**src/core/otr_defs.svh**
```systemverilog
// Register offsets, field positions, reset values and timing constants
`ifndef OTR_DEFS_SVH
`define OTR_DEFS_SVH

`define OTR_CMD_CFG      8'h50
`define OTR_CMD_CLEAR    8'h03
`define OTR_CFG_RESET    8'hC0
`define OTR_RESP_MSB     7
`define OTR_RESP_LSB     6
`define OTR_RETRY_MSB    5
`define OTR_RETRY_LSB    3
`define OTR_DELAY_MSB    2
`define OTR_DELAY_LSB    0
`define OTR_RETRY_NONE   3'h0
`define OTR_RETRY_FOREVR 3'h7
`define OTR_UNIT_MIN     16'h0001

`endif

```
**src/core/otr_pkg.sv**
```systemverilog
// Types and shared arithmetic for the over-temperature fault response block
package otr_pkg;

  typedef enum logic [1:0] {
    OTR_RESP_IGNORE,
    OTR_RESP_OPERATE,
    OTR_RESP_DISABLE,
    OTR_RESP_LATCH
  } otr_resp_type;

  typedef struct packed {
    logic       valid;
    logic [7:0] code;
    logic [7:0] data;
  } otr_cmd_type;

  typedef enum logic [2:0] {
    OTR_NORMAL,
    OTR_DELAY_RUN,
    OTR_OFF_WAIT,
    OTR_LATCHED,
    OTR_OFF_CMD
  } otr_state_type;

  // Delay code n means 2**n time units
  function automatic logic [7:0] otr_units_f(input logic [2:0] code);
    otr_units_f = 8'h01 << code;
  endfunction : otr_units_f

endpackage : otr_pkg

```
**src/core/otr_delay_timer.sv**
```systemverilog
// Delay timer counting 2**n time units of a programmable cycle length
`include "otr_defs.svh"
module otr_delay_timer (
  input  wire logic        clock,       // System clock
  input  wire logic        rst_n,       // Async reset, active low
  input  wire logic        start,       // Restart the delay
  input  wire logic        stop,        // Abandon the delay
  input  wire logic [15:0] unit_cycles, // Cycles per time unit
  input  wire logic [2:0]  delay_code,  // Exponent of unit count
  output logic             done         // One-cycle expiry pulse
);
  import otr_pkg::*;

  logic        running;
  logic        next_running;
  logic [15:0] div_cnt;
  logic [15:0] next_div_cnt;
  logic [7:0]  unit_cnt;
  logic [7:0]  next_unit_cnt;
  logic        next_done;
  logic [15:0] unit_len;

  // Zero unit length would never tick, so treat it as one cycle
  assign unit_len = (unit_cycles == 16'h0000) ? `OTR_UNIT_MIN : unit_cycles;

  // Divider gives a unit tick, unit counter counts to 2**n
  always_comb begin
    next_running  = running;
    next_div_cnt  = div_cnt;
    next_unit_cnt = unit_cnt;
    next_done     = 1'b0;
    if (start) begin
      next_running  = 1'b1;
      next_div_cnt  = 16'h0000;
      next_unit_cnt = 8'h00;
    end else if (stop) begin
      next_running = 1'b0;
    end else if (running) begin
      if (div_cnt == unit_len - `OTR_UNIT_MIN) begin
        next_div_cnt = 16'h0000;
        if (unit_cnt == otr_units_f(delay_code) - 8'h01) begin
          next_running = 1'b0;
          next_done    = 1'b1;
        end else begin
          next_unit_cnt = unit_cnt + 8'h01;
        end
      end else begin
        next_div_cnt = div_cnt + 16'h0001;
      end
    end
  end

  always_ff @(posedge clock or negedge rst_n) begin
    if (!rst_n) begin
      running  <= 1'b0;
      div_cnt  <= 16'h0000;
      unit_cnt <= 8'h00;
      done     <= 1'b0;
    end else begin
      running  <= next_running;
      div_cnt  <= next_div_cnt;
      unit_cnt <= next_unit_cnt;
      done     <= next_done;
    end
  end

  a_span_four_units: assert property (@(posedge clock) disable iff (!rst_n)
    (start && unit_cycles == 16'h0001 && delay_code == 3'h2) ##1
    (!start && !stop && unit_cycles == 16'h0001 && delay_code == 3'h2)[*4] |=> done)
    else $error("four-unit delay did not expire on time");

  a_span_scaled: assert property (@(posedge clock) disable iff (!rst_n)
    (start && unit_cycles == 16'h0002 && delay_code == 3'h1) ##1
    (!start && !stop && unit_cycles == 16'h0002 && delay_code == 3'h1)[*4] |-> !done ##1 done)
    else $error("scaled delay expiry misplaced");

endmodule : otr_delay_timer

```
**src/core/otr_fault_response.sv**
```systemverilog
// Over-temperature fault response controller with its configuration register
// Operation
// - Response 00 ignores the fault; output keeps running.
// - Response 01 keeps operating for the decoded delay after fault detection.
// - Response 01: fault still present at delay end, then apply retry setting.
// - Response 10 disables output at once, then applies retry setting.
// - Response 11 holds output off until the fault is cleared.
// - Retry setting 000 makes no restart; output off until cleared.
// - Retry settings 1 to 6 restart that often, then latch off.
// - Restart attempts start one decoded delay apart.
// - Retry setting 111 retries forever until commanded off or shut down.
// - Delay code n means 2 to the power n time units.
// - One decoded delay serves both operating delay and retry spacing.
// - Time unit length comes from a separate register outside this block.
`include "otr_defs.svh"
module otr_fault_response (
  input  wire logic                clock,           // System clock, 25 MHz
  input  wire logic                rst_n,           // Async reset, active low
  input  wire otr_pkg::otr_cmd_type cmd,            // Management command strobe
  input  wire logic [15:0]         unit_cycles,     // Time unit length in cycles
  input  wire logic                over_temp_fault, // Over-temperature present
  input  wire logic                clear_status,    // Clear status bit pulse
  input  wire logic                run_cmd,         // Output on command level
  input  wire logic                other_shutdown,  // Another fault forces off
  output logic                     output_enable,   // Power stage enable
  output logic                     fault_flag,      // Sticky fault status
  output logic [7:0]               response_config, // Configuration readback
  output logic [2:0]               attempt_count,   // Failed restart attempts
  output otr_pkg::otr_state_type   state            // Controller state
);
  import otr_pkg::*;

  logic [7:0]    next_config;
  otr_state_type next_state;
  logic [2:0]    next_attempts;
  logic          next_enable;
  logic          next_flag;
  logic          timer_start;
  logic          timer_stop;
  logic          timer_done;
  logic          clear_req;
  logic          allowed;
  otr_resp_type  resp;
  logic [2:0]    retries;
  logic [2:0]    delay_code;

  assign resp       = otr_resp_type'(response_config[`OTR_RESP_MSB:`OTR_RESP_LSB]);
  assign retries    = response_config[`OTR_RETRY_MSB:`OTR_RETRY_LSB];
  assign delay_code = response_config[`OTR_DELAY_MSB:`OTR_DELAY_LSB];
  assign clear_req  = clear_status || (cmd.valid && cmd.code == `OTR_CMD_CLEAR);
  assign allowed    = run_cmd && !other_shutdown;

  // Configuration register, written by command code
  always_comb begin
    next_config = response_config;
    if (cmd.valid && cmd.code == `OTR_CMD_CFG) begin
      next_config = cmd.data;
    end
  end

  // Fault handling sequence
  always_comb begin
    next_state    = state;
    next_attempts = attempt_count;
    timer_start   = 1'b0;
    timer_stop    = 1'b0;
    if (!allowed) begin
      // Command off or other shutdown ends any retrying
      next_state = OTR_OFF_CMD;
      timer_stop = 1'b1;
    end else begin
      case (state)
        OTR_OFF_CMD: begin
          next_state    = OTR_NORMAL;
          next_attempts = 3'h0;
        end
        OTR_NORMAL: begin
          if (over_temp_fault) begin
            case (resp)
              OTR_RESP_IGNORE: next_state = OTR_NORMAL;
              OTR_RESP_OPERATE: begin
                next_state  = OTR_DELAY_RUN;
                timer_start = 1'b1;
              end
              OTR_RESP_DISABLE: begin
                if (retries == `OTR_RETRY_NONE) begin
                  next_state = OTR_LATCHED;
                end else begin
                  next_state  = OTR_OFF_WAIT;
                  timer_start = 1'b1;
                end
              end
              default: next_state = OTR_LATCHED;
            endcase
          end
        end
        OTR_DELAY_RUN: begin
          if (clear_req) begin
            next_state = OTR_NORMAL;
            timer_stop = 1'b1;
          end else if (timer_done) begin
            if (!over_temp_fault) begin
              next_state = OTR_NORMAL;
            end else if (retries == `OTR_RETRY_NONE) begin
              next_state = OTR_LATCHED;
            end else begin
              next_state  = OTR_OFF_WAIT;
              timer_start = 1'b1;
            end
          end
        end
        OTR_OFF_WAIT: begin
          if (clear_req) begin
            next_state    = OTR_NORMAL;
            next_attempts = 3'h0;
            timer_stop    = 1'b1;
          end else if (timer_done) begin
            if (!over_temp_fault) begin
              // Restart succeeded, next fault gets a fresh budget
              next_state    = OTR_NORMAL;
              next_attempts = 3'h0;
            end else if (retries != `OTR_RETRY_FOREVR && attempt_count + 3'h1 >= retries) begin
              next_state = OTR_LATCHED;
            end else begin
              // Saturate so endless retry never wraps the count
              if (attempt_count != 3'h7) begin
                next_attempts = attempt_count + 3'h1;
              end
              timer_start = 1'b1;
            end
          end
        end
        OTR_LATCHED: begin
          if (clear_req) begin
            next_state    = OTR_NORMAL;
            next_attempts = 3'h0;
          end
        end
        default: next_state = OTR_OFF_CMD;
      endcase
    end
  end

  // Output enable and sticky flag; a new fault wins over a clear
  always_comb begin
    next_enable = (next_state == OTR_NORMAL) || (next_state == OTR_DELAY_RUN);
    next_flag   = fault_flag && !clear_req;
    if (state == OTR_NORMAL && allowed && over_temp_fault && resp != OTR_RESP_IGNORE) begin
      next_flag = 1'b1;
    end
  end

  always_ff @(posedge clock or negedge rst_n) begin
    if (!rst_n) begin
      response_config <= `OTR_CFG_RESET;
      state           <= OTR_OFF_CMD;
      attempt_count   <= 3'h0;
      output_enable   <= 1'b0;
      fault_flag      <= 1'b0;
    end else begin
      response_config <= next_config;
      state           <= next_state;
      attempt_count   <= next_attempts;
      output_enable   <= next_enable;
      fault_flag      <= next_flag;
    end
  end

  // Shared delay for operating window and retry spacing
  otr_delay_timer u_timer (
    .clock       (clock),
    .rst_n       (rst_n),
    .start       (timer_start),
    .stop        (timer_stop),
    .unit_cycles (unit_cycles),
    .delay_code  (delay_code),
    .done        (timer_done)
  );

  a_ignore_stays_on: assert property (@(posedge clock) disable iff (!rst_n)
    (state == OTR_NORMAL && resp == OTR_RESP_IGNORE && allowed) |=> output_enable && state == OTR_NORMAL)
    else $error("ignored fault interrupted output");

  a_operate_delay: assert property (@(posedge clock) disable iff (!rst_n)
    (state == OTR_NORMAL && over_temp_fault && resp == OTR_RESP_OPERATE && allowed)
    |=> output_enable && state == OTR_DELAY_RUN)
    else $error("operate response did not keep output on");

  a_operate_expiry: assert property (@(posedge clock) disable iff (!rst_n)
    (state == OTR_DELAY_RUN && timer_done && over_temp_fault && !clear_req && allowed
     && retries != `OTR_RETRY_NONE) |=> !output_enable && state == OTR_OFF_WAIT)
    else $error("fault at delay end did not start retries");

  a_disable_at_once: assert property (@(posedge clock) disable iff (!rst_n)
    (state == OTR_NORMAL && over_temp_fault && resp == OTR_RESP_DISABLE && allowed) |=> !output_enable)
    else $error("disable response left output on");

  a_latch_holds: assert property (@(posedge clock) disable iff (!rst_n)
    (state == OTR_LATCHED && !clear_req && allowed) |=> state == OTR_LATCHED && !output_enable)
    else $error("latched fault released without clear");

  a_no_retry: assert property (@(posedge clock) disable iff (!rst_n)
    (state == OTR_NORMAL && over_temp_fault && resp == OTR_RESP_DISABLE
     && retries == `OTR_RETRY_NONE && allowed) |=> state == OTR_LATCHED)
    else $error("zero retry setting restarted");

  a_retry_limit: assert property (@(posedge clock) disable iff (!rst_n)
    (state == OTR_OFF_WAIT && timer_done && over_temp_fault && !clear_req && allowed
     && retries != `OTR_RETRY_FOREVR && attempt_count + 3'h1 >= retries) |=> state == OTR_LATCHED)
    else $error("retry budget exceeded");

  a_retry_forever: assert property (@(posedge clock) disable iff (!rst_n)
    (state == OTR_OFF_WAIT && timer_done && over_temp_fault && !clear_req && allowed
     && retries == `OTR_RETRY_FOREVR) |=> state == OTR_OFF_WAIT)
    else $error("endless retry stopped");

  a_cmd_off: assert property (@(posedge clock) disable iff (!rst_n)
    !allowed |=> !output_enable && state == OTR_OFF_CMD)
    else $error("off command did not stop output");

  a_fresh_count: assert property (@(posedge clock) disable iff (!rst_n)
    (state == OTR_LATCHED && clear_req && allowed) |=> attempt_count == 3'h0 && output_enable)
    else $error("clear did not restart sequence");

endmodule : otr_fault_response

```
**config.mk**
```make
export PLATFORM = sky130hd
export DESIGN_NAME = otr_fault_response
export DESIGN_NICKNAME = d
export VERILOG_FILES = /design/src/core/otr_pkg.sv /design/src/core/otr_delay_timer.sv /design/src/core/otr_fault_response.sv
export VERILOG_INCLUDE_DIRS = /design/src /design/src/core
export SDC_FILE = /design/constraint.sdc
export NUM_CORES = 1
export LEC_CHECK = 0
export BUFFER_PORTS_ARGS = -buffer_cell sky130_fd_sc_hd__buf_2
export CAP_MARGIN = 40
export CORE_MARGIN = 3
export CORE_UTILIZATION = 50
export DETAILED_ROUTE_END_ITERATION = 8
export GPL_TIMING_DRIVEN = 0
export HOLD_SLACK_MARGIN = 0.03
export PLACE_DENSITY = 0.72
export SLEW_MARGIN = 20
export SYNTH_ARGS = -nofsm -noshare
export SYNTH_HDL_FRONTEND = slang
export SYNTH_SLANG_ARGS = --single-unit
```
**constraint.sdc**
```tcl
create_clock -name clock -period 4.5 [get_ports clock]
set_input_delay 0.45 -clock clock [delete_from_list [all_inputs] [get_ports clock]]
set_output_delay 0.45 -clock clock [all_outputs]
set_load 0.01 [all_outputs]
```
==> impl_metrics.toml, run 1 <==
[status]
status = "finished, final reports clean"

[cts]
cts_tree = "done"
clkSlewWorstSetupHoldPaths_ps = 80
h-tree-depth = 2
clk_path_buf_depth = 2
cts_buffers = 5
clock_sinks = 42
hold_buffers = 0
cts_setup_buffers = 0
clk_latency_ps = 290
cts-root-buf = "clkbuf_8"

[worst_setup_path]
critPathMaxFanout = 9
max_stage_delay_ps = 600
cpMaxStageDelayCell = "or4_1"
critical_path.top_delay_family = "simple AND/OR/NAND/NOR gates"
path_buf_inv = 2
r2r_start = "attempt_count[0]"
cp.required_ps = 4680
path_cells = "clkbuf_1 -> or4_1 -> nor3_2 -> a21oi_1 -> ha_1 -> or3b_1 -> clkbuf_1 -> nor3_1 -> xnor2_1 -> or4_1 -> or4b_4 -> nor3_2 -> nand3_1 -> mux2_4"
crit_arrival_ps = 4260
end_kind = "register"
cp-startpoint = "unit_cycles[10]"
start_kind = "primary input"
path_class = "primary input to register"

[synth]
ys.flop_type = "dfrtp_1"
synth_top_area_share_pct = 29.3
syn_nets = 448
synthDistinctLibCells = 67
async_reset_ff_share_pct = 100
ys_warn_count = 0
synth_seq_cells = 42
synth_area_leaders = "dfrtp_1 (29%), xor2_1 (5.3%), ha_1 (4.9%), nor2_1 (4.7%), nand2_1 (3.6%)"
yosysTopAreaCell = "dfrtp_1"
avgSynthCellArea_um2 = 8.42
synth_edf_count = 0
synth_cells = 396
syn_area_um2 = 3330
synth_seq_area_share_pct = 31.6

[cells_and_area]
nets = 510
post-route-util_pct = 59.7
layout_commonest_cell = "buf_2"
layout_common_cells = "buf_2 (56), nor2_1 (42), dfrtp_1 (39)"
drive_above_1_share_pct = 19.8
area_growth_pct = 15.0
n_antenna_cell = 0

[power]
leakage_nw = 1.74
switching_share_pct = 26.6
pwr-share-clk_pct = 36.3
powerDensity_nw_per_um2 = 216
power_frac_seq_pct = 47.6
internal-power_mw = 0.607
switching_power_mw = 0.220
comb_power_share_pct = 16.1
irDropWorstVdd_uv = 150

[sta]
hold_violations = 0
max_freq_ghz = 0.245
fin_crit_sh_pct = 90.7
whs_ps = 75.2
drv_slew = 0
worst_slew_pin_slew_ps = 736
skew_ps = 4.45
setup_slack_ps = 417
slew_headroom_pct = 50.5
rsz0062_at_grt = "false"
tns_ps = 0
finalSetupViolations = 0
period_needed_ps = 4080

[flow_run]
drv_cap = 0

[die]
ios = 55
die_h_um = 87.7
floorplan.core_area_um2 = 6420
initial_utilization_pct = 51.9
rows = 29
die_area_um2 = 7690
die-width_um = 87.7

[global_routing]
track_usage_pct = 21.4
grt_busiest_layer = "met2"
grt_first_pass_wirelength_um = 13300
use_met1_pct = 30.2
antenna_found_initial = 0
met3_usage_pct = 3.01
grt_max_degree = 27
grt-ovfl-total = 0
gr-usage-met2_pct = 35.5
grt_pass1_vias = 2873

[route]
wire_per_inst_um = 15.1
detail-route-antenna-nets = 0
drc_errors = 0
drt_iter0_drc = 180
viasPerCell = 5.87
wirelength_um = 8110
dr.pass1.iters = 6
vias = 3146

[place]
port_buffers = 53
dpl_worst_slack_ps = -67.2
globalplace.congestion = 0.819
dpl.hpwl_um = 6260

[hold_path]
holdCritPathClass = "primary input to async pin"
==> final cells by class <==
type	count	area (um2)
repair buffers	55	290
well taps	77	96.3
flip-flops and latches	42	1050
clock inverters	2	37.5
plain buffers	15	67.6
clock buffers	6	72.6
inverters	19	71.3
multi-input cells	320	2150
fillers	594	2590
==> cells in the mapped netlist (4+ instances only) <==
master and number:
nor3_1 10, o21ai_0 18, clkbuf_1 11, dfrtp_1 39, mux2i_1 4, xnor2_1 12
nand3_1 9, o21ai_1 5, and2_1 4, nand2_1 32, o211ai_1 4, or4_1 6
xor2_1 20, nand4_1 13, inv_1 19, nor2b_1 10, nand2b_1 6, nor4_1 5
a21oi_1 18, ha_1 13, or3_1 11, nor2_1 42, mux2_2 8, and3_1 9
==> registers in the layout (all words and copies together), names as in the netlist <==
signal,count
state,3
u_timer.done,1
fault_flag,1
response_config,8
u_timer.running,1
u_timer.div_cnt,16
u_timer.unit_cnt,8
output_enable,1
attempt_count,3
==> stage by stage <==
stage	total power [mW]	std cells	area (um2)
after global placement	0.528	526	3700
after detailed placement	0.534	527	3720
final	0.827	536	3840
after floorplan	0.476	396	3330
after CTS	0.836	535	3830
after global routing	0.869	536	3840
==> per-layer routing <==
layer / routed length, um / vias to the layer above
li1: - / 1570
met1: 3830 / 1500
met2: 3920 / 72
met3: 321 / 4
met4: 39 / 0
met5: 0 / -
==> path summary, 6_finish.rpt <==
check | to | slack (ps) | cells after the start
min in group clock | response_config[0] | 370 | 3
worst max-delay path | u_timer.unit_cnt[4] | 420 | 14
worst max register to register | u_timer.unit_cnt[3] | 960 | 12
max in group asynchronous | u_timer.unit_cnt[5] | 3950 | 2
worst min register to register | fault_flag | 510 | 1
worst min-delay path | state[1] | 80 | 1
==> cell families (layout without fill, tap and decap cells) <==
| group | count (synthesis) | after routing | synth area share (%) |
|---|---|---|---|
| mux | 13 | 13 | 4.35 |
| simple gates | 182 | 182 | 30.4 |
| xor+xnor | 32 | 32 | 8.41 |
| fa+ha+maj | 13 | 13 | 4.88 |
| buf+inv | 34 | 97 | 4.17 |
| compound gates | 80 | 80 | 16.1 |
| flops | 42 | 42 | 31.6 |
==> power groups by stage <==
stage	sequential, mW	clock, mW	combinational, mW
after floorplan	0.403	0	0.0730
after global placement	0.401	0	0.127
after detailed placement	0.401	0	0.132
after CTS	0.394	0.309	0.133
after global routing	0.396	0.324	0.149
final	0.394	0.300	0.133
==> repair_timing <==
item | CTS | global route
gates resized for setup | 0 | 2
setup endpoints to repair | 0 | 15
hold endpoints to repair | 0 | 0
No activity file was read; power rests on OpenSTA's default activity.
==> run 2: changes to the inputs <==
--- a/config.mk
+++ b/config.mk
@@ -13,7 +13,7 @@
 export DETAILED_ROUTE_END_ITERATION = 8
 export GPL_TIMING_DRIVEN = 0
 export HOLD_SLACK_MARGIN = 0.03
-export PLACE_DENSITY = 0.72
+export PLACE_DENSITY_LB_ADDON = 0.08
 export SLEW_MARGIN = 20
 export SYNTH_ARGS = -nofsm -noshare
 export SYNTH_HDL_FRONTEND = slang
==> run 2 against run 1 <==
Effect of this change: combinational power about the same; critical path depth unchanged; utilization up 0.078 points; final cell count down 0.37%; critical path type unchanged; largest cell class unchanged; largest power group unchanged.
==> impl_metrics.toml, run 2 (same netlist as run 1, synthesis figures left out) <==
[status]
status = "finished, final reports clean"

[cells_and_area]
postLayoutCellArea_um2 = 3840
fin_cells = 534
nFillCells = 613
drive_above_1_share_pct = 19.7
layout_common_cells = "buf_2 (56), nor2_1 (42), dfrtp_1 (39)"
top_register = "u_timer.div_cnt"
multiInputGateArea_um2 = 2150
area_growth_pct = 15.2
largestRegisters = "u_timer.div_cnt: 16 flops, response_config: 8 flops, u_timer.unit_cnt: 8 flops"
n_antenna_cell = 0
largest_reg_flops = 16
layout_commonest_cell = "buf_2"
post-route-util_pct = 59.8
regArea_um2 = 1050
nets = 509

[worst_setup_path]
critPathMaxFanout = 9
path_buf_inv = 2
cpMaxStageDelayCell = "or4_1"
max_stage_delay_ps = 610
path_cells = "clkbuf_1 -> or4_1 -> nor3_2 -> a21oi_1 -> ha_1 -> or3b_1 -> clkbuf_1 -> nor3_1 -> xnor2_1 -> or4_1 -> or4b_4 -> nor3_2 -> nand3_1 -> mux2_4"
cp.required_ps = 4690
start_kind = "primary input"
end_kind = "register"
path_class = "primary input to register"
critical_path.top_delay_family = "simple AND/OR/NAND/NOR gates"
crit_arrival_ps = 4370

[route]
wire_per_inst_um = 15.0
vias = 3128
viasPerCell = 5.86
dr.pass1.iters = 5
detail-route-antenna-nets = 0
drt_iter0_drc = 232
drc_errors = 0
wirelength_um = 8030

[die]
die-width_um = 87.7
rows = 29
die_area_um2 = 7690
floorplan.core_area_um2 = 6420
die_h_um = 87.7
initial_utilization_pct = 51.9
ios = 55

[sta]
fin_crit_sh_pct = 92.9
whs_ps = 112
finalSetupViolations = 0
setup_slack_ps = 319
skew_ps = 8.29
period_needed_ps = 4180
max_freq_ghz = 0.239
worst_slew_pin_slew_ps = 891
rsz0062_at_grt = "false"
hold_violations = 0
slew_headroom_pct = 39.7
tns_ps = 0
drv_slew = 0

[global_routing]
grt_max_degree = 23
antenna_found_initial = 0
grt-ovfl-total = 0
track_usage_pct = 21.0
grt_first_pass_wirelength_um = 13000
grt_pass1_vias = 2837

[power]
power.total_mw = 0.838
powerDensity_nw_per_um2 = 218
leakage_nw = 1.74
irDropWorstVdd_uv = 220

[cts]
cts_setup_buffers = 0
clk_path_buf_depth = 2
clkSlewWorstSetupHoldPaths_ps = 80
cts_buffers = 5
clock_sinks = 42
h-tree-depth = 2
cts_tree = "done"
clk_latency_ps = 300
cts-root-buf = "clkbuf_8"

[place]
place_area_um2 = 3720
dpl_worst_slack_ps = -101
placedCellCount = 527
globalplace.congestion = 0.819
port_buffers = 53
dpl.hpwl_um = 6210

[flow_run]
drv_cap = 0

[hold_path]
holdCritPathClass = "primary input to async pin"
run 2: changes by cell type in the layout (fill, tap and decap cells not counted):
cell        previous run  this run
clkbuf_8               5         6
buf_16                 0         1
clkbuf_2               1         0
buf_12                 1         0
clkinvlp_4             1         0
clkbuf_1              12        11
run 2: area by class of cell:
cell class / count / area share, %
repair buffers: 54 / 7.62
multi-input cells: 320 / 55.9
clock buffers: 6 / 2.15
plain buffers: 15 / 1.76
well taps: 77 / 2.51
inverters: 19 / 1.86
flip-flops and latches: 42 / 27.5
clock inverters: 1 / 0.782
run 2: repair_timing:
item	4_1_cts	5_1_grt
hold buffers	0	0
setup endpoints to repair	0	15
resized for setup	0	2
run 2: worst paths after layout:
path	startpoint	to	slack [ps]	cells past startpoint
max	unit_cycles[10]	u_timer.unit_cnt[4]	320	14
min	rst_n	response_config[4]	110	1
max reg2reg	attempt_count[0]	u_timer.unit_cnt[3]	890	12
min reg2reg	fault_flag	fault_flag	510	1
max in group asynchronous	rst_n	u_timer.unit_cnt[0]	3900	2
min in group clock	cmd[5]	response_config[5]	350	3
run 2: per-layer routing:
metal / vias to the layer above / GRT usage, % / share of wire [%]
met5: - / 0 / 0
met4: 0 / 4.18 / 0.85
met3: 7 / 4.33 / 4.5
met2: 67 / 32.2 / 46
met1: 1485 / 30.7 / 49
li1: 1569 / - / -
run 2: report_power, final:
group / total [mW] / switching [mW] / leakage (nW) / internal (mW)
clock network: 0.311 / 0.133 / 0.0573 / 0.178
registers: 0.394 / 0.00841 / 0.561 / 0.385
logic: 0.134 / 0.0767 / 1.12 / 0.0569
total: 0.838 / 0.218 / 1.74 / 0.620
